<file path="config.mk">
export PLATFORM = sky130hd
export DESIGN_NAME = sbrs_top
export DESIGN_NICKNAME = d
export VERILOG_FILES = /design/src/hw/sbrs_pkg.sv /design/src/hw/sbrs_top.sv /design/src/hw/sbrs_sync.sv /design/src/hw/sbrs_rate_gen.sv
export SDC_FILE = /design/constraint.sdc
export NUM_CORES = 1
export LEC_CHECK = 0
export ABC_CLOCK_PERIOD_IN_PS = 6360
export BUFFER_PORTS_ARGS = -buffer_cell sky130_fd_sc_hd__buf_4
export CAP_MARGIN = 20
export CORE_ASPECT_RATIO = 0.8
export CORE_MARGIN = 3
export CORE_UTILIZATION = 45
export CTS_BUF_LIST = sky130_fd_sc_hd__clkbuf_4
export DETAILED_ROUTE_END_ITERATION = 7
export GPL_TIMING_DRIVEN = 0
export PLACE_DENSITY = 0.73
export SLEW_MARGIN = 20
export SYNTH_ARGS = -nofsm -noshare
export SYNTH_HDL_FRONTEND = slang
export SYNTH_SLANG_ARGS = --single-unit
</file>
<file path="constraint.sdc">
create_clock -name hclk -period 6.36 [get_ports hclk]
set_input_delay 0.636 -clock hclk [delete_from_list [all_inputs] [get_ports hclk]]
set_output_delay 0.636 -clock hclk [all_outputs]
set_load 0.005 [all_outputs]
</file>
<file path="src/hw/sbrs_pkg.sv">
package sbrs_pkg;

    // ****************************************************************
    // Register byte offsets.
    // ****************************************************************
    localparam logic [7:0] SBRS_OFF_CTRL_ONE = 8'h00;
    localparam logic [7:0] SBRS_OFF_CTRL_TWO = 8'h04;
    localparam logic [7:0] SBRS_OFF_BIT_RATE = 8'h08;
    localparam logic [7:0] SBRS_OFF_STATUS = 8'h0C;
    localparam logic [7:0] SBRS_OFF_DATA = 8'h10;

    // ****************************************************************
    // Field positions.
    // ****************************************************************
    localparam int SBRS_C1_RX_FAULT_IE = 7;
    localparam int SBRS_C1_MODULE_EN = 6;
    localparam int SBRS_C1_TX_IE = 5;
    localparam int SBRS_C1_MASTER = 4;
    localparam int SBRS_C1_SEL_OUT_EN = 1;
    localparam int SBRS_C2_FAULT_EN = 4;
    localparam int SBRS_BR_PRESCALE_LSB = 4;
    localparam int SBRS_BR_DIVIDER_LSB = 0;
    localparam int SBRS_ST_RX_FULL = 7;
    localparam int SBRS_ST_TX_EMPTY = 5;
    localparam int SBRS_ST_MODE_FAULT = 4;

    // ****************************************************************
    // Reset values and bus answers.
    // ****************************************************************
    localparam logic [7:0] SBRS_CTRL_ONE_RST = 8'h04;
    localparam logic [7:0] SBRS_CTRL_TWO_RST = 8'h00;
    localparam logic [7:0] SBRS_BIT_RATE_RST = 8'h00;
    localparam logic [7:0] SBRS_CTRL_ONE_MASK = 8'hF2;
    localparam logic [7:0] SBRS_CTRL_TWO_MASK = 8'h10;
    localparam logic [7:0] SBRS_BIT_RATE_MASK = 8'h77;
    localparam logic [1:0] SBRS_RESP_OKAY = 2'h0;
    localparam logic [1:0] SBRS_HTRANS_NONSEQ = 2'h2;

endpackage : sbrs_pkg

</file>
<file path="src/hw/sbrs_top.sv">
`timescale 1ns/100ps
module sbrs_top (
    input wire logic hclk,
    input wire logic hresetn,
    input wire logic hsel,
    input wire logic [31:0] haddr,
    input wire logic [1:0] htrans,
    input wire logic hwrite,
    input wire logic [2:0] hsize,
    input wire logic [31:0] hwdata,
    input wire logic hready,
    output logic hreadyout,
    output logic [1:0] hresp,
    output logic [31:0] hrdata,
    input wire logic select_n_pin,
    input wire logic shift_done,
    input wire logic [7:0] shift_rx_data,
    output logic shift_load,
    output logic [7:0] shift_tx_data,
    output logic shift_abort,
    output logic module_enable,
    output logic master_select,
    output logic bit_clk,
    output logic tx_irq,
    output logic rx_fault_irq
);
    import sbrs_pkg::*;

    // ****************************************************************
    // Declarations.
    // ****************************************************************
    logic [7:0] ctrl_one;
    logic [7:0] ctrl_two;
    logic [7:0] bit_rate;
    logic [7:0] tx_buf;
    logic [7:0] rx_buf;
    logic tx_full;
    logic shift_busy;
    logic receive_full_flag;
    logic mode_fault_flag;
    logic transmit_empty_flag;
    logic tx_armed;
    logic rx_armed;
    logic fault_armed;
    logic select_sync;
    logic enable_q;
    logic addr_valid;
    logic wr_pend;
    logic rd_pend;
    logic [7:0] pend_addr;
    logic wr_ctrl_one;
    logic wr_ctrl_two;
    logic wr_bit_rate;
    logic wr_data;
    logic rd_status;
    logic rd_data;
    logic data_accept;
    logic load_now;
    logic fault_cond;
    logic rate_run;
    logic [7:0] status_view;
    logic [7:0] next_rdata;
    logic [7:0] next_ctrl_one;

    // ****************************************************************
    // Bus slave.
    // ****************************************************************

    // An address phase is taken when selected, ready and non-sequential.
    assign addr_valid = hsel && hready && (htrans == SBRS_HTRANS_NONSEQ);

    // Latch the address phase; reads get one wait state.
    always_ff @(posedge hclk or negedge hresetn) begin
        if (!hresetn) begin
            wr_pend <= 1'b0;
            rd_pend <= 1'b0;
            pend_addr <= 8'h00;
        end else begin
            wr_pend <= addr_valid && hwrite;
            rd_pend <= addr_valid && !hwrite;
            if (addr_valid) begin
                pend_addr <= haddr[7:0];
            end
        end
    end

    // Ready drops for the first data-phase cycle of a read only.
    always_ff @(posedge hclk or negedge hresetn) begin
        if (!hresetn) begin
            hreadyout <= 1'b1;
            hresp <= SBRS_RESP_OKAY;
        end else begin
            hreadyout <= !(addr_valid && !hwrite);
            hresp <= SBRS_RESP_OKAY;
        end
    end

    // Decoded strobes act at the edge that ends the first data-phase cycle.
    assign wr_ctrl_one = wr_pend && (pend_addr == SBRS_OFF_CTRL_ONE);
    assign wr_ctrl_two = wr_pend && (pend_addr == SBRS_OFF_CTRL_TWO);
    assign wr_bit_rate = wr_pend && (pend_addr == SBRS_OFF_BIT_RATE);
    assign wr_data = wr_pend && (pend_addr == SBRS_OFF_DATA);
    assign rd_status = rd_pend && (pend_addr == SBRS_OFF_STATUS);
    assign rd_data = rd_pend && (pend_addr == SBRS_OFF_DATA);

    // Unused bits of the status view read as zero.
    always_comb begin
        status_view = 8'h00;
        status_view[SBRS_ST_RX_FULL] = receive_full_flag;
        status_view[SBRS_ST_TX_EMPTY] = transmit_empty_flag;
        status_view[SBRS_ST_MODE_FAULT] = mode_fault_flag;
    end

    // Read multiplexer; unmapped offsets answer zero.
    always_comb begin
        unique case (pend_addr)
            SBRS_OFF_CTRL_ONE: next_rdata = ctrl_one;
            SBRS_OFF_CTRL_TWO: next_rdata = ctrl_two;
            SBRS_OFF_BIT_RATE: next_rdata = bit_rate;
            SBRS_OFF_STATUS: next_rdata = status_view;
            SBRS_OFF_DATA: next_rdata = rx_buf;
            default: next_rdata = 8'h00;
        endcase
    end

    // Read data is captured at the end of the wait state.
    always_ff @(posedge hclk or negedge hresetn) begin
        if (!hresetn) begin
            hrdata <= 32'h00000000;
        end else if (rd_pend) begin
            hrdata <= {24'h000000, next_rdata};
        end
    end

    // ****************************************************************
    // Control registers.
    // ****************************************************************

    // Only implemented bits of control one are stored.
    assign next_ctrl_one = hwdata[7:0] & SBRS_CTRL_ONE_MASK;

    // Control one: enables, master select and select output enable.
    always_ff @(posedge hclk or negedge hresetn) begin
        if (!hresetn) begin
            ctrl_one <= SBRS_CTRL_ONE_RST & SBRS_CTRL_ONE_MASK;
        end else if (wr_ctrl_one) begin
            ctrl_one <= next_ctrl_one;
        end
    end

    // Control two holds the fault function enable.
    always_ff @(posedge hclk or negedge hresetn) begin
        if (!hresetn) begin
            ctrl_two <= SBRS_CTRL_TWO_RST;
        end else if (wr_ctrl_two) begin
            ctrl_two <= hwdata[7:0] & SBRS_CTRL_TWO_MASK;
        end
    end

    // The bit-rate register is writable whatever the transfer state.
    always_ff @(posedge hclk or negedge hresetn) begin
        if (!hresetn) begin
            bit_rate <= SBRS_BIT_RATE_RST;
        end else if (wr_bit_rate) begin
            bit_rate <= hwdata[7:0] & SBRS_BIT_RATE_MASK;
        end
    end

    // Registered copies of enable and mode for the rest of the unit.
    always_ff @(posedge hclk or negedge hresetn) begin
        if (!hresetn) begin
            module_enable <= 1'b0;
            master_select <= 1'b0;
            enable_q <= 1'b0;
        end else begin
            module_enable <= ctrl_one[SBRS_C1_MODULE_EN];
            master_select <= ctrl_one[SBRS_C1_MASTER];
            enable_q <= ctrl_one[SBRS_C1_MODULE_EN];
        end
    end

    // ****************************************************************
    // Bit-rate generation.
    // ****************************************************************
    assign rate_run = ctrl_one[SBRS_C1_MODULE_EN] && ctrl_one[SBRS_C1_MASTER];

    sbrs_rate_gen u_rate_gen (
        .hclk(hclk),
        .hresetn(hresetn),
        .run(rate_run),
        .prescale_select(bit_rate[SBRS_BR_PRESCALE_LSB +: 3]),
        .rate_divider_select(bit_rate[SBRS_BR_DIVIDER_LSB +: 3]),
        .bit_clk(bit_clk)
    );

    // ****************************************************************
    // Transmit path.
    // ****************************************************************

    // A data write is taken only when armed by an earlier status read.
    assign data_accept = wr_data && tx_armed && ctrl_one[SBRS_C1_MODULE_EN];

    // Move the buffered byte when the shifter is free or just finished.
    assign load_now = tx_full && (!shift_busy || shift_done) && ctrl_one[SBRS_C1_MODULE_EN];

    // Arming for the transmit buffer: set by a status read seeing room.
    always_ff @(posedge hclk or negedge hresetn) begin
        if (!hresetn) begin
            tx_armed <= 1'b0;
        end else if (!ctrl_one[SBRS_C1_MODULE_EN]) begin
            tx_armed <= 1'b0;
        end else if (rd_status && transmit_empty_flag) begin
            tx_armed <= 1'b1;
        end else if (wr_data) begin
            tx_armed <= 1'b0;
        end
    end

    // Transmit buffer; disabling the unit empties it.
    always_ff @(posedge hclk or negedge hresetn) begin
        if (!hresetn) begin
            tx_full <= 1'b0;
            tx_buf <= 8'h00;
        end else if (!ctrl_one[SBRS_C1_MODULE_EN]) begin
            tx_full <= 1'b0;
        end else if (data_accept) begin
            tx_full <= 1'b1;
            tx_buf <= hwdata[7:0];
        end else if (load_now) begin
            tx_full <= 1'b0;
        end
    end

    // The flag mirrors room in the buffer, changing at the same edge as the buffer.
    always_ff @(posedge hclk or negedge hresetn) begin
        if (!hresetn) begin
            transmit_empty_flag <= 1'b1;
        end else if (!ctrl_one[SBRS_C1_MODULE_EN]) begin
            transmit_empty_flag <= 1'b1;
        end else if (data_accept) begin
            transmit_empty_flag <= 1'b0;
        end else begin
            transmit_empty_flag <= !tx_full || load_now;
        end
    end

    // Shifter handshake: load pulse, busy until completion.
    always_ff @(posedge hclk or negedge hresetn) begin
        if (!hresetn) begin
            shift_load <= 1'b0;
            shift_tx_data <= 8'h00;
            shift_busy <= 1'b0;
        end else if (!ctrl_one[SBRS_C1_MODULE_EN]) begin
            shift_load <= 1'b0;
            shift_busy <= 1'b0;
        end else begin
            shift_load <= load_now;
            if (load_now) begin
                shift_tx_data <= tx_buf;
                shift_busy <= 1'b1;
            end else if (shift_done) begin
                shift_busy <= 1'b0;
            end
        end
    end

    // Abort pulse on the falling edge of the module enable.
    always_ff @(posedge hclk or negedge hresetn) begin
        if (!hresetn) begin
            shift_abort <= 1'b0;
        end else begin
            shift_abort <= enable_q && !ctrl_one[SBRS_C1_MODULE_EN];
        end
    end

    // ****************************************************************
    // Receive path.
    // ****************************************************************

    // Arming for the receive clear: status read seeing the flag set.
    always_ff @(posedge hclk or negedge hresetn) begin
        if (!hresetn) begin
            rx_armed <= 1'b0;
        end else if (!ctrl_one[SBRS_C1_MODULE_EN]) begin
            rx_armed <= 1'b0;
        end else if (rd_status && receive_full_flag) begin
            rx_armed <= 1'b1;
        end else if (rd_data) begin
            rx_armed <= 1'b0;
        end
    end

    // Receive flag; a completion in the clearing cycle wins.
    always_ff @(posedge hclk or negedge hresetn) begin
        if (!hresetn) begin
            receive_full_flag <= 1'b0;
        end else if (!ctrl_one[SBRS_C1_MODULE_EN]) begin
            receive_full_flag <= 1'b0;
        end else if (shift_done && shift_busy) begin
            receive_full_flag <= 1'b1;
        end else if (rd_data && rx_armed) begin
            receive_full_flag <= 1'b0;
        end
    end

    // Receive buffer; a new byte is lost while the old one is unread.
    always_ff @(posedge hclk or negedge hresetn) begin
        if (!hresetn) begin
            rx_buf <= 8'h00;
        end else if (!ctrl_one[SBRS_C1_MODULE_EN]) begin
            rx_buf <= 8'h00;
        end else if (shift_done && shift_busy && (!receive_full_flag || (rd_data && rx_armed))) begin
            rx_buf <= shift_rx_data;
        end
    end

    // ****************************************************************
    // Mode fault.
    // ****************************************************************

    // The select pin is synchronised before any logic reads it.
    sbrs_sync #(
        .RESET_LEVEL(1'b1)
    ) u_select_sync (
        .hclk(hclk),
        .hresetn(hresetn),
        .async_in(select_n_pin),
        .sync_out(select_sync)
    );

    // Select low counts as a fault only in the fault-input configuration.
    assign fault_cond = ctrl_one[SBRS_C1_MODULE_EN] && ctrl_one[SBRS_C1_MASTER]
        && ctrl_two[SBRS_C2_FAULT_EN] && !ctrl_one[SBRS_C1_SEL_OUT_EN] && !select_sync;

    // Fault arming: a status read that sees the flag set.
    always_ff @(posedge hclk or negedge hresetn) begin
        if (!hresetn) begin
            fault_armed <= 1'b0;
        end else if (rd_status && mode_fault_flag) begin
            fault_armed <= 1'b1;
        end else if (wr_ctrl_one) begin
            fault_armed <= 1'b0;
        end
    end

    // Fault flag; a fault present in the clearing cycle keeps it set.
    always_ff @(posedge hclk or negedge hresetn) begin
        if (!hresetn) begin
            mode_fault_flag <= 1'b0;
        end else if (fault_cond) begin
            mode_fault_flag <= 1'b1;
        end else if (wr_ctrl_one && fault_armed) begin
            mode_fault_flag <= 1'b0;
        end
    end

    // ****************************************************************
    // Interrupt requests.
    // ****************************************************************

    // Requests are levels that follow the flags and their enables.
    always_ff @(posedge hclk or negedge hresetn) begin
        if (!hresetn) begin
            tx_irq <= 1'b0;
            rx_fault_irq <= 1'b0;
        end else begin
            tx_irq <= transmit_empty_flag && ctrl_one[SBRS_C1_TX_IE];
            rx_fault_irq <= ctrl_one[SBRS_C1_RX_FAULT_IE] && (receive_full_flag || mode_fault_flag);
        end
    end

endmodule : sbrs_top

</file>
<file path="src/hw/sbrs_sync.sv">
`timescale 1ns/100ps
module sbrs_sync #(
    parameter logic RESET_LEVEL = 1'b1
) (
    input wire logic hclk,
    input wire logic hresetn,
    input wire logic async_in,
    output logic sync_out
);

    logic stage_one;

    // Two flip-flops; only the second stage is read outside.
    always_ff @(posedge hclk or negedge hresetn) begin
        if (!hresetn) begin
            stage_one <= RESET_LEVEL;
            sync_out <= RESET_LEVEL;
        end else begin
            stage_one <= async_in;
            sync_out <= stage_one;
        end
    end

endmodule : sbrs_sync

</file>
<file path="src/hw/sbrs_rate_gen.sv">
`timescale 1ns/100ps
module sbrs_rate_gen (
    input wire logic hclk,
    input wire logic hresetn,
    input wire logic run,
    input wire logic [2:0] prescale_select,
    input wire logic [2:0] rate_divider_select,
    output logic bit_clk
);

    logic [2:0] pre_count;
    logic pre_tick;
    logic [6:0] div_count;
    logic [6:0] half_last;

    // Each bit clock level lasts 2**select prescaler ticks.
    assign half_last = 7'((8'h01 << rate_divider_select) - 8'h01);
    assign pre_tick = (pre_count == prescale_select);

    // Prescaler counts bus clocks, wrapping after select plus one of them.
    always_ff @(posedge hclk or negedge hresetn) begin
        if (!hresetn) begin
            pre_count <= 3'h0;
        end else if (!run || pre_tick) begin
            pre_count <= 3'h0;
        end else begin
            pre_count <= pre_count + 3'h1;
        end
    end

    // Divider counts prescaler ticks and toggles the bit clock.
    always_ff @(posedge hclk or negedge hresetn) begin
        if (!hresetn) begin
            div_count <= 7'h00;
            bit_clk <= 1'b0;
        end else if (!run) begin
            div_count <= 7'h00;
            bit_clk <= 1'b0;
        end else if (pre_tick) begin
            if (div_count >= half_last) begin
                div_count <= 7'h00;
                bit_clk <= ~bit_clk;
            end else begin
                div_count <= div_count + 7'h01;
            end
        end
    end

endmodule : sbrs_rate_gen

</file>
Word level (Yosys, flattened, before mapping):

Index checks and enable logic that the tools add are counted.

* add/sub/neg operators: 3
* $mul: 0
* div/mod/pow operators: 0
* $lt $le $gt $ge: 1
* eq/ne operators: 14
* shift operators: 1
* muxes and demuxes: 32
* bitwise logic cells: 1
* reductions and logical operators: 48

Operators with widths (number)
* $pmux W8 S5: 1
* $logic_and A1 B1 Y1: 28
* $mux W1: 25
* $mux W7: 3
* $eq A8 B4 Y1 const B: 2
* $mux W8: 2
* $ne A3 B1 Y1 const B: 4
* $logic_not A1 Y1: 9
* $eq A8 B3 Y1 const B: 1
* $eq A8 B5 Y1 const B: 1
* $logic_not A8 Y1: 1
* $add A7 B1 Y7 const B: 1
* $ge A7 B7 Y1: 1
* $shl A1 B3 Y7 const A: 1
* $sub A7 B1 Y7 const B: 1
* $reduce_and A2 Y1: 3
* $logic_or A1 B1 Y1: 5
* $ne A2 B2 Y1 const B: 2
* $reduce_bool A2 Y1: 2
* $add A3 B1 Y3 const B: 1
* $eq A3 B3 Y1: 1
* $mux W3: 1
* $ne A3 B2 Y1 const B: 1
* $eq A2 B2 Y1 const B: 1
* 2 further kinds: 2

* register bits: 82
* latch bits: 0
* RAM bits: 0
* bits in read-only memories: 0
* input bits: 84
* output and inout port bits: 50
* word-level logic and storage cells: 130
* memories kept: 0

Depth between registers and ports, before layout:

Gate-level depths: netlist of run 1.

* depth after elaboration: 7
* mapped depth: 8
* mapped depth without buffers: 7

Modules after synthesis:

From an unflattened synthesis of run 1, not the netlist that was laid out.

* cell total of the unflattened synthesis: 321
* area total of the unflattened synthesis: 3911.3 sq um

Modules (own cells, without submodules)
* sbrs_top: instances 1, cells an instance 244, area each 3124.2 sq um, seq. area each 1729.2 sq um
* sbrs_rate_gen: instances 1, cells an instance 75, area each 734.5 sq um, seq. area each 275.3 sq um
* sbrs_sync: instances 1, cells an instance 2, area each 52.6 sq um, seq. area each 52.6 sq um

Worst setup path before layout of run 1:

OpenSTA, ideal clock, no wires.

* path kind: flip-flop to flip-flop
* start: reg bit_rate[2]
* end: reg u_rate_gen.bit_clk
* library setup time: 127 ps
* arrival time: 2070 ps
* required time: 6233 ps
* slack: 4162 ps
* cell stages (with the launch flop): 9
* buffers on the path: 1
* period minus slack after synthesis: 2198 ps
* path through: dfrtp_1 -> clkbuf_1 -> o21ai_0 -> ha_1 -> a21o_1 -> a2111oi_0 -> o21ai_1 -> nand2b_1 -> mux2_1

* cells in the longest elaborated chain, start to end: 5

Ends and longest elaborated chain
* start, declared: RTL line sbrs_top.sv:34 `logic [7:0] bit_rate;`
* start signal, assigned: RTL line sbrs_top.sv:165 `bit_rate <= hwdata[7:0] & SBRS_BIT_RATE_MASK;`
* $shl A1 B3 Y7: RTL line sbrs_rate_gen.sv:17 `assign half_last = 7'((8'h01 << rate_divider_select) - 8'h01);`
* $sub A7 B1 Y7: RTL line sbrs_rate_gen.sv:17
* $ge A7 B7 Y1: RTL line sbrs_rate_gen.sv:40 `if (div_count >= half_last) begin`
* $ne A2 B2 Y1 (no source line)
* $reduce_and A2 Y1 (no source line)
* end signal, assigned: RTL line sbrs_rate_gen.sv:42 `bit_clk <= ~bit_clk;`
* end, declared: RTL line sbrs_rate_gen.sv:8 `output logic bit_clk`

No other way between the ends.
A chain may end at the register's enable or synchronous reset.

Worst setup path in the final report of run 1:

* start: reg bit_rate[2]
* end: reg u_rate_gen.div_count[0]

* cells in the longest elaborated chain, start to end: 6

Ends and longest elaborated chain
* $shl A1 B3 Y7: RTL line sbrs_rate_gen.sv:17
* $sub A7 B1 Y7: RTL line sbrs_rate_gen.sv:17
* $ge A7 B7 Y1: RTL line sbrs_rate_gen.sv:40
* $mux W7: RTL line sbrs_rate_gen.sv:40
* $mux W7: RTL line sbrs_rate_gen.sv:39 `end else if (pre_tick) begin`
* $mux W7: RTL line sbrs_rate_gen.sv:36 `end else if (!run) begin`
* end signal, assigned: RTL line sbrs_rate_gen.sv:44 `div_count <= div_count + 7'h01;`
* end, declared: RTL line sbrs_rate_gen.sv:13 `logic [6:0] div_count;`

No other way between the ends. The select of a mux whose other input is x is not followed.

==> flow_summary.toml, run 1 <==
[status]
status = "complete, no violations"

[drt]
wire_per_inst_um = 14.4
drc = 0
drtPass1Iterations = 4
drt_iter0_drc = 113
num_vias = 2624
routed_via_density = 4.96
detail-route-antenna-nets = 0
routed_wl_um = 7640

[sta]
final.setup.tns_ns = 0
whs_ns = 0.206
rsz0062_at_grt = "no"
fin_skew_ns = 0.0140
slew_headroom_pct = 50.2
hold_viol = 0
setup_viol = 0
maxSlewViolCount = 0
post-route-min-period_ns = 2.61
post-route-worst-setup-slack_ns = 3.75
fmax_ghz = 0.383
worst_pin_slew_ns = 0.744
period_share_pct = 41.1

[yosys]
synth_cells = 324
syn_area_um2 = 3830
yosysUniqueCellTypes = 49
ys.flop_type = "dfrtp_1"
async_flop_share_pct = 100
syn_avg_cell_area_um2 = 11.8
ys_seq_area_share_pct = 53.7
synth-edff-count = 0
ys_seq_elements = 82
yosysWarningCount = 0

[global_route]
grt_overflow = 0
track_usage_pct = 16.9
antenna_found_initial = 0
grt_first_pass_wirelength_um = 12300
grt_max_degree = 83
grt_pass1_vias = 2469

[floorplanning]
die_area_um2 = 9660
core_um2 = 8090
io-pin-count = 134
initial_core_util_pct = 47.3
die_w_um = 109
die_h_um = 88.5
row_count = 29

[clock_network]
cts_tree = "yes"
post_cts_buffers = 0
cts_root_buffer = "clkbuf_4"
clock_latency_ns = 0.43
clkSinkCount = 82
clock_path_buffers = 2
hold_buffers = 0
cts_buffers = 9
path_clk_slew_ns = 0.14
cts_resized = 0
htree_levels = 3

[final_layout]
final_common_cell = "buf_4"
stdcell_area_um2 = 4630
syn2layout_area_growth_pct = 20.9
final_cell_mix = "buf_4, dfrtp_1, conb_1"
final_nets = 509
fillers = 690
antenna_cells = 0
final_util_pct = 57.2
drive_above_1_share_pct = 33.3
final_cell_count_no_fill = 529

[setup_path]
worst_path_max_delay_cell = "a2111oi_0"
path_buf_inv = 1
crit_chain = "clkbuf_1 > o21ai_0 > ha_1 > a21o_1 > a2111oi_0 > o21ai_1 > nor2_1 > mux2_2"
slowest_delay_ns = 0.38
worstSetupEndpointType = "flip-flop"
crit_fanout = 9
cp.arrival_ns = 2.98
cp-start-kind = "flip-flop"
required_ns = 6.72
critPathTopFamily = "compound AO/OA/AOI/OAI gates"
crit_type = "flip-flop to flip-flop"

[placed_design]
place_worst_setup_slack_ns = 3.81
dp.cells = 513
hpwlAfterDp_um = 5660
portBuffers = 56
gpl.final_weighted_congestion = 0.855
place_area_um2 = 4480

[power]
p_int_uw = 767
vdd_drop_max_v = 0.000129
clkPwrFrac_pct = 29.1
total_power_mw = 1.06
netSwitchingPower_uw = 294
p_sw_share_pct = 27.7
total_leakage_power_nw = 2.28
power_frac_seq_pct = 54.9
p_per_area_nw_per_um2 = 229
pwr-share-comb_pct = 16.0

[job]
maxCapViolations = 0

[hold_path]
min_path_type = "input port to async pin"
[area by class of cell]
| cell class | instances | area, µm² | share of cell area (%) |
|---|---|---|---|
| Inverter | 8 | 30.0 | 0.649 |
| Tap cell | 108 | 135 | 2.92 |
| Buffer | 38 | 263 | 5.68 |
| Sequential cell | 82 | 2060 | 44.5 |
| Multi-Input combinational cell | 221 | 1570 | 34.0 |
| Timing Repair Buffer | 56 | 424 | 9.17 |
| Clock inverter | 7 | 77.6 | 1.68 |
| Clock buffer | 9 | 67.6 | 1.46 |
[synth_stat cells, types with 2 or more instances]
library cell	n	share of area (%)
xnor2_1	3	0.69
mux2_4	8	3.1
a22o_1	5	1.1
a221o_1	2	0.52
buf_2	2	0.26
nand3_1	16	2.1
a221oi_1	2	0.46
nand2_1	24	2.4
a31oi_1	2	0.33
mux2_2	20	5.9
dfrtp_1	78	51
nor2_1	17	1.7
nand4b_1	2	0.46
and2_1	5	0.82
a22oi_1	4	0.78
nor2b_1	7	1.1
or3_1	3	0.49
a21oi_1	6	0.78
o21ai_1	11	1.4
ha_1	9	2.9
nand2b_1	3	0.49
o2bb2ai_1	2	0.46
clkbuf_1	8	0.78
dfstp_2	4	2.7
mux2_1	13	3.8
mux2i_1	2	0.52
o21ai_0	6	0.78
buf_4	27	5.3
o21a_1	2	0.39
a21o_1	4	0.78
inv_1	7	0.69
nor3_1	3	0.39
[routing by layer]
metal,part of all wire [%],global-route usage (%)
met1,48,24.5
met2,45,24.4
met3,5.7,4.96
met4,1.5,5.50
met5,0,0
[flip-flops by register name, summed over array words and instances (netlist names), 3 cells and up]
signal,flops
shift_tx_data,8
u_rate_gen.pre_count,3
ctrl_one,5
bit_rate,6
hrdata,8
tx_buf,8
u_rate_gen.div_count,7
rx_buf,8
pend_addr,8
[logic make-up (layout without fill, tap and decap cells)]
logic type,after synthesis,in the layout,synth area share (%)
DFF,82,82,53.7
buffers and inverters,46,118,7.65
AOI/OAI and AO/OA,50,50,8.73
muxes,44,44,14.0
adders and majority gates,9,9,2.94
other,1,26,0.0980
and+or+nand+nor,88,88,12.0
xor gates and xnor gates,4,4,0.915
[power groups by stage]
stage               clock network, mW  logic, mW  registers [mW]
finish                          0.309      0.170           0.582
global route                    0.346      0.190           0.587
CTS                             0.320      0.170           0.582
detailed placement                  0      0.169           0.592
global placement                    0      0.165           0.591
floorplan                           0      0.101           0.586
[worst register-to-register path: stages (launching register included)]
cell and delay [ns]:
dfrtp_1 0.35, clkbuf_1 0.33, o21ai_0 0.18, ha_1 0.33, a21o_1 0.16, a2111oi_0 0.38
o21ai_1 0.28, nor2_1 0.33, mux2_2 0.22
[final timing paths]
kind                                         start                 endpoint  slack [ns]  depth (start not counted)
max in group asynchronous                  hresetn  u_rate_gen.div_count[4]        5.64                          1
hold / removal                             hresetn         shift_tx_data[6]        0.21                          1
setup / recovery                       bit_rate[2]  u_rate_gen.div_count[0]        3.75                          8
setup reg to reg                       bit_rate[2]  u_rate_gen.div_count[0]        3.75                          8
hold reg to reg            u_select_sync.stage_one   u_select_sync.sync_out        0.36                          0
min in group hclk                     select_n_pin  u_select_sync.stage_one        0.31                          1
Power figures use the tool's default switching activity.
==> run 2: changes to the inputs <==
--- a/config.mk
+++ b/config.mk
@@ -5,7 +5,7 @@
 export SDC_FILE = /design/constraint.sdc
 export NUM_CORES = 1
 export LEC_CHECK = 0
-export ABC_CLOCK_PERIOD_IN_PS = 6360
+export ABC_CLOCK_PERIOD_IN_PS = 2400
 export BUFFER_PORTS_ARGS = -buffer_cell sky130_fd_sc_hd__buf_4
 export CAP_MARGIN = 20
 export CORE_ASPECT_RATIO = 0.8
@@ -14,7 +14,7 @@
 export CTS_BUF_LIST = sky130_fd_sc_hd__clkbuf_4
 export DETAILED_ROUTE_END_ITERATION = 7
 export GPL_TIMING_DRIVEN = 0
-export PLACE_DENSITY = 0.73
+export PLACE_DENSITY = 0.76
 export SLEW_MARGIN = 20
 export SYNTH_ARGS = -nofsm -noshare
 export SYNTH_HDL_FRONTEND = slang
==> constraint.sdc (replaced) <==
create_clock -name hclk -period 2.4 [get_ports hclk]
set_input_delay 0.24 -clock hclk [delete_from_list [all_inputs] [get_ports hclk]]
set_output_delay 0.24 -clock hclk [all_outputs]
set_load 0.005 [all_outputs]
==> run 2 against run 1 <==
Clock skew down 0.0011 ns. Core utilization grew 0.20 points. Sequential power grew to 2.6 times the previous value. Power rose to 2.6 times the previous value. Clock power increased by 150%. Critical path depth did not move. Critical endpoint unchanged.
==> flow_summary.toml, run 2 (same netlist as run 1, synthesis figures left out) <==
[sta]
post-route-worst-setup-slack_ns = 0.145
fmax_ghz = 0.444
worst_pin_slew_ns = 0.736
post-route-min-period_ns = 2.25
hold_viol = 0
final.setup.tns_ns = 0
slew_headroom_pct = 50.7
period_share_pct = 93.9
setup_viol = 0
whs_ns = 0.0446
fin_skew_ns = 0.0129
maxSlewViolCount = 0
rsz0062_at_grt = "yes"

[status]
status = "complete, no violations"

[global_route]
track_usage_pct = 16.6
grt_first_pass_wirelength_um = 12300
grt_pass1_vias = 2477
grt_max_degree = 83
grt_overflow = 0
antenna_found_initial = 0

[setup_path]
reg2regPathDepth = 8
r2r-start = "bit_rate[1]"
cp.arrival_ns = 2.61
crit_type = "flip-flop to flip-flop"
worstSetupEndpointType = "flip-flop"
r2r_setup_slack_ns = 0.15
crit_fanout = 8
required_ns = 2.75
cp-start-kind = "flip-flop"
r2r_end = "u_rate_gen.div_count[0]"

[floorplanning]
initial_core_util_pct = 47.3
io-pin-count = 134
die_h_um = 88.5
row_count = 29
core_um2 = 8090
die_w_um = 109
die_area_um2 = 9660

[clock_network]
clkSinkCount = 82
clock_path_buffers = 2
htree_levels = 3
clock_latency_ns = 0.41
cts_root_buffer = "clkbuf_4"
cts_buffers = 9
cts_tree = "yes"
path_clk_slew_ns = 0.13

[placed_design]
place_area_um2 = 4480
portBuffers = 56
gpl.final_weighted_congestion = 0.837
dp.cells = 513
hpwlAfterDp_um = 5680
place_worst_setup_slack_ns = -0.210

[drt]
drc = 0
drtPass1Iterations = 4
num_vias = 2658
routed_via_density = 5.01
drt_iter0_drc = 123
routed_wl_um = 7720
wire_per_inst_um = 14.5
detail-route-antenna-nets = 0

[final_layout]
final_util_pct = 57.4
antenna_cells = 0
final_common_cell = "buf_4"
final_nets = 511
final_cell_mix = "buf_4, dfrtp_1, conb_1"
drive_above_1_share_pct = 33.8
final_cell_count_no_fill = 531
stdcell_area_um2 = 4640
syn2layout_area_growth_pct = 21.3

[hold_path]
min_path_type = "input port to flip-flop"
min_from = "hwdata[2]"
hold_depth = 2
hold_end = "bit_rate[2]"

[job]
maxCapViolations = 0

[power]
p_per_area_nw_per_um2 = 595
vdd_drop_max_v = 0.000383
total_leakage_power_nw = 2.29
total_power_mw = 2.76
run 2: critical path, stage by stage (launching register included):
cell       delay (ns)
dfrtp_2          0.48
o21ai_0          0.19
ha_1             0.26
a21o_1           0.16
a2111oi_1        0.38
o21ai_1          0.15
buf_4            0.18
nor2_2           0.19
mux2_2           0.19
run 2: how the worst max path moves through the flow:
stage / start / endpoint / slack [ns] / cells past startpoint
2_1_floorplan: bit_rate[2] / u_rate_gen.bit_clk / 0.20 / 8
3_3_place_gp: bit_rate[2] / u_rate_gen.div_count[0] / -0.06 / 8
3_5_place_dp: bit_rate[2] / u_rate_gen.div_count[0] / -0.21 / 8
4_1_cts: bit_rate[1] / u_rate_gen.div_count[0] / 0.08 / 8
5_1_grt: bit_rate[1] / u_rate_gen.div_count[0] / 0.02 / 8
6_report: bit_rate[1] / u_rate_gen.div_count[0] / 0.15 / 8
run 2: cell type report:
class / instances / area [µm²]
Clock inverter: 6 / 56.3
Multi-Input combinational cell: 221 / 1580
Inverter: 8 / 30.0
Sequential cell: 82 / 2060
Tap cell: 108 / 135
Clock buffer: 10 / 75.1
Timing Repair Buffer: 59 / 452
Fill cell: 682 / 3450
Buffer: 37 / 259
run 2: power breakdown:
group,internal [mW],switching [mW]
sequential,1.48,0.0682
clock,0.324,0.440
combinational,0.235,0.217
run 2: timing repair:
item	4_1_cts	5_1_grt
hold buffers	1	1
setup buffers	1	0
setup endpoints to repair	6	5
cloned	0	0
hold endpoints to repair	1	78
gates resized for setup	2	2
run 2: routing by layer:
layer	up-vias	track usage [%]	share of wire (%)
met5	-	0	0
met4	0	5.96	0.96
met3	6	4.08	5.9
met2	93	24.1	47
met1	1281	24.3	47
li1	1278	-	-
==> run 3: changes to the inputs <==
--- a/config.mk
+++ b/config.mk
@@ -11,11 +11,12 @@
 export CORE_ASPECT_RATIO = 0.8
 export CORE_MARGIN = 3
 export CORE_UTILIZATION = 45
-export CTS_BUF_LIST = sky130_fd_sc_hd__clkbuf_4
+export CTS_BUF_LIST = sky130_fd_sc_hd__clkbuf_4 sky130_fd_sc_hd__clkbuf_8
 export DETAILED_ROUTE_END_ITERATION = 7
 export GPL_TIMING_DRIVEN = 0
 export PLACE_DENSITY = 0.76
 export SLEW_MARGIN = 20
 export SYNTH_ARGS = -nofsm -noshare
 export SYNTH_HDL_FRONTEND = slang
+export SYNTH_HIERARCHICAL = 1
 export SYNTH_SLANG_ARGS = --single-unit
==> run 3 against run 2 <==
The flow now finishes with violations (negative setup slack). Power increased by 15%. Register-to-register slack got worse by 0.20 ns. Clock power increased by 44%. Critical endpoint is now u_rate_gen/bit_clk. Largest cell class unchanged.
==> flow_summary.toml, run 3 <==
[power]
power_frac_seq_pct = 49.2
p_int_mw = 2.36
p_per_area_nw_per_um2 = 653
vdd_drop_max_v = 0.000404
clkPwrFrac_pct = 34.5
total_power_mw = 3.18
total_leakage_power_nw = 2.37
netSwitchingPower_uw = 823
p_sw_share_pct = 25.9
pwr-share-comb_pct = 16.3

[global_route]
grt_pass1_vias = 2574
grt_max_degree = 83
track_usage_pct = 17.3
antenna_found_initial = 0
grt_overflow = 0
grt_first_pass_wirelength_um = 13000

[placed_design]
gpl.final_weighted_congestion = 0.857
hpwlAfterDp_um = 5790
portBuffers = 56
dp.cells = 510
place_worst_setup_slack_ns = -0.164
place_area_um2 = 4560

[floorplanning]
row_count = 29
die_h_um = 89.4
initial_core_util_pct = 47.7
core_um2 = 8200
io-pin-count = 134
die_area_um2 = 9850
die_w_um = 110

[setup_path]
worstSetupEndpointType = "flip-flop"
crit_type = "flip-flop to flip-flop"
crit_fanout = 3
worst_path_max_delay_cell = "a2111o_1"
cp-start-kind = "flip-flop"
critPathTopFamily = "simple AND/OR/NAND/NOR gates"
cp.arrival_ns = 2.69
path_buf_inv = 0
slowest_delay_ns = 0.42
required_ns = 2.63
crit_chain = "or3_1 > ha_1 > nand2b_4 > a211o_1 > a2111o_1 > nor2b_4 > mux2_4"

[sta]
period_share_pct = 102
rsz0062_at_grt = "yes"
fmax_ghz = 0.407
post-route-worst-setup-slack_ns = -0.0585
slew_headroom_pct = 49.8
maxSlewViolCount = 0
worst_pin_slew_ns = 0.750
post-route-min-period_ns = 2.46
setup_viol = 1
whs_ns = 0.115
hold_viol = 0
fin_skew_ns = 0.0129

[drt]
routed_wl_um = 8100
detail-route-antenna-nets = 0
routed_via_density = 5.04
drt_iter0_drc = 193
drtPass1Iterations = 4
wire_per_inst_um = 15.2
drc = 0
num_vias = 2687

[yosys]
async_flop_share_pct = 100
ys_seq_area_share_pct = 52.6
yosysWarningCount = 6
synth_top_area_share_pct = 49.9
synth.area.top_cells = "dfrtp_1, mux2_2, buf_4, mux2_4, ha_1"
ys_seq_elements = 82
syn_area_um2 = 3910
ys.flop_type = "dfrtp_1"
synth-edff-count = 0
netlist.top_cell.by_area = "dfrtp_1"
syn_avg_cell_area_um2 = 12.2
synthTopCellsByCount = "dfrtp_1, mux2_2, nand2_1, buf_4, nor2_1"
yosysUniqueCellTypes = 55
synth_cells = 321
yosysMostFrequentCell = "dfrtp_1"

[clock_network]
clock_latency_ns = 0.35
cts_buffers = 9
clkSinkCount = 82
cts_root_buffer = "clkbuf_8"
cts_tree = "yes"
path_clk_slew_ns = 0.09
clock_path_buffers = 2
htree_levels = 3

[final_layout]
multiInputGateArea_um2 = 1690
final_cell_mix = "buf_4, dfrtp_1, mux2_2"
final_cell_count_no_fill = 533
final_common_cell = "buf_4"
stdcell_area_um2 = 4870
final_nets = 514
syn2layout_area_growth_pct = 24.4
seqCellArea_um2 = 2060
antenna_cells = 0
drive_above_1_share_pct = 40.9
fillers = 700

[status]
violations = "negative setup slack"
status = "finished with violations"

[job]
maxCapViolations = 0

[hold_path]
min_path_type = "input port to flip-flop"
## run 3: final timing paths
path | startpoint | to | slack [ns] | depth (start not counted)
max in group asynchronous | hresetn | bit_rate[2] | 1.40 | 2
min | hwdata[3] | tx_buf[3] | 0.11 | 2
min in group asynchronous | hresetn | bit_rate[0] | 0.50 | 2
max reg2reg | bit_rate[1] | u_rate_gen/bit_clk | -0.06 | 7
min reg2reg | u_select_sync/stage_one | u_select_sync/sync_out | 0.36 | 0
max | bit_rate[1] | u_rate_gen/bit_clk | -0.06 | 7
## run 3: metrics by stage
stage	setup TNS, ns	utilization, %
2_1_floorplan	-0.00975	-
3_3_place_gp	-0.499	55.6
3_5_place_dp	-0.841	55.6
4_1_cts	-0.338	58.9
5_1_grt	-0.271	59.4
6_report	-0.0585	59.4
## run 3: layout make-up
cell class,instances,area share (%)
multi-input combinational,223,34.8
sequential,82,42.3
buffer,35,5.12
clock inverter,5,1.62
tap,108,2.78
timing repair buffer,64,10.1
clock buffer,10,2.83
inverter,6,0.463
## run 3: kinds of logic (layout without fill, tap and decap cells)
family | count (synthesis) | in the layout | share of synthesized area, %
buf+inv | 41 | 120 | 6.88
simple gates | 92 | 92 | 13.0
xor+xnor | 6 | 6 | 1.34
other cells | 1 | 26 | 0.0959
flops | 82 | 82 | 52.6
compound gates | 38 | 38 | 7.42
mux | 52 | 52 | 15.8
fa+ha+maj | 9 | 9 | 2.88
## run 3: power by group through the flow
stage / combinational (mW) / sequential [mW] / clock, mW
floorplan: 0.309 / 1.57 / 0
global placement: 0.481 / 1.59 / 0
detailed placement: 0.494 / 1.59 / 0
CTS: 0.509 / 1.56 / 1.12
global route: 0.575 / 1.58 / 1.18
finish: 0.518 / 1.56 / 1.10
## run 3: worst register-to-register path: stages (launching register included)
cell,delay [ns]
dfrtp_2,0.41
or3_1,0.37
ha_1,0.29
nand2b_4,0.14
a211o_1,0.25
a2111o_1,0.42
nor2b_4,0.16
mux2_4,0.30
## run 3: what timing repair did
action | in CTS | in global routing
buffers inserted | 5 | 1
setup endpoints to repair | 6 | 8
endpoints found under the hold margin | 1 | 43
pin swaps | 3 | 1
resized for setup | 3 | 9
hold buffers | 1 | 1
## run 3: metal layers
metal | vias to the layer above | GRT usage, % | share of wire [%]
met3 | 9 | 4.33 | 7.5
met5 | - | 0 | 0
met4 | 0 | 4.59 | 0.63
met1 | 1302 | 24.8 | 47
met2 | 95 | 26.5 | 45
li1 | 1281 | - | -
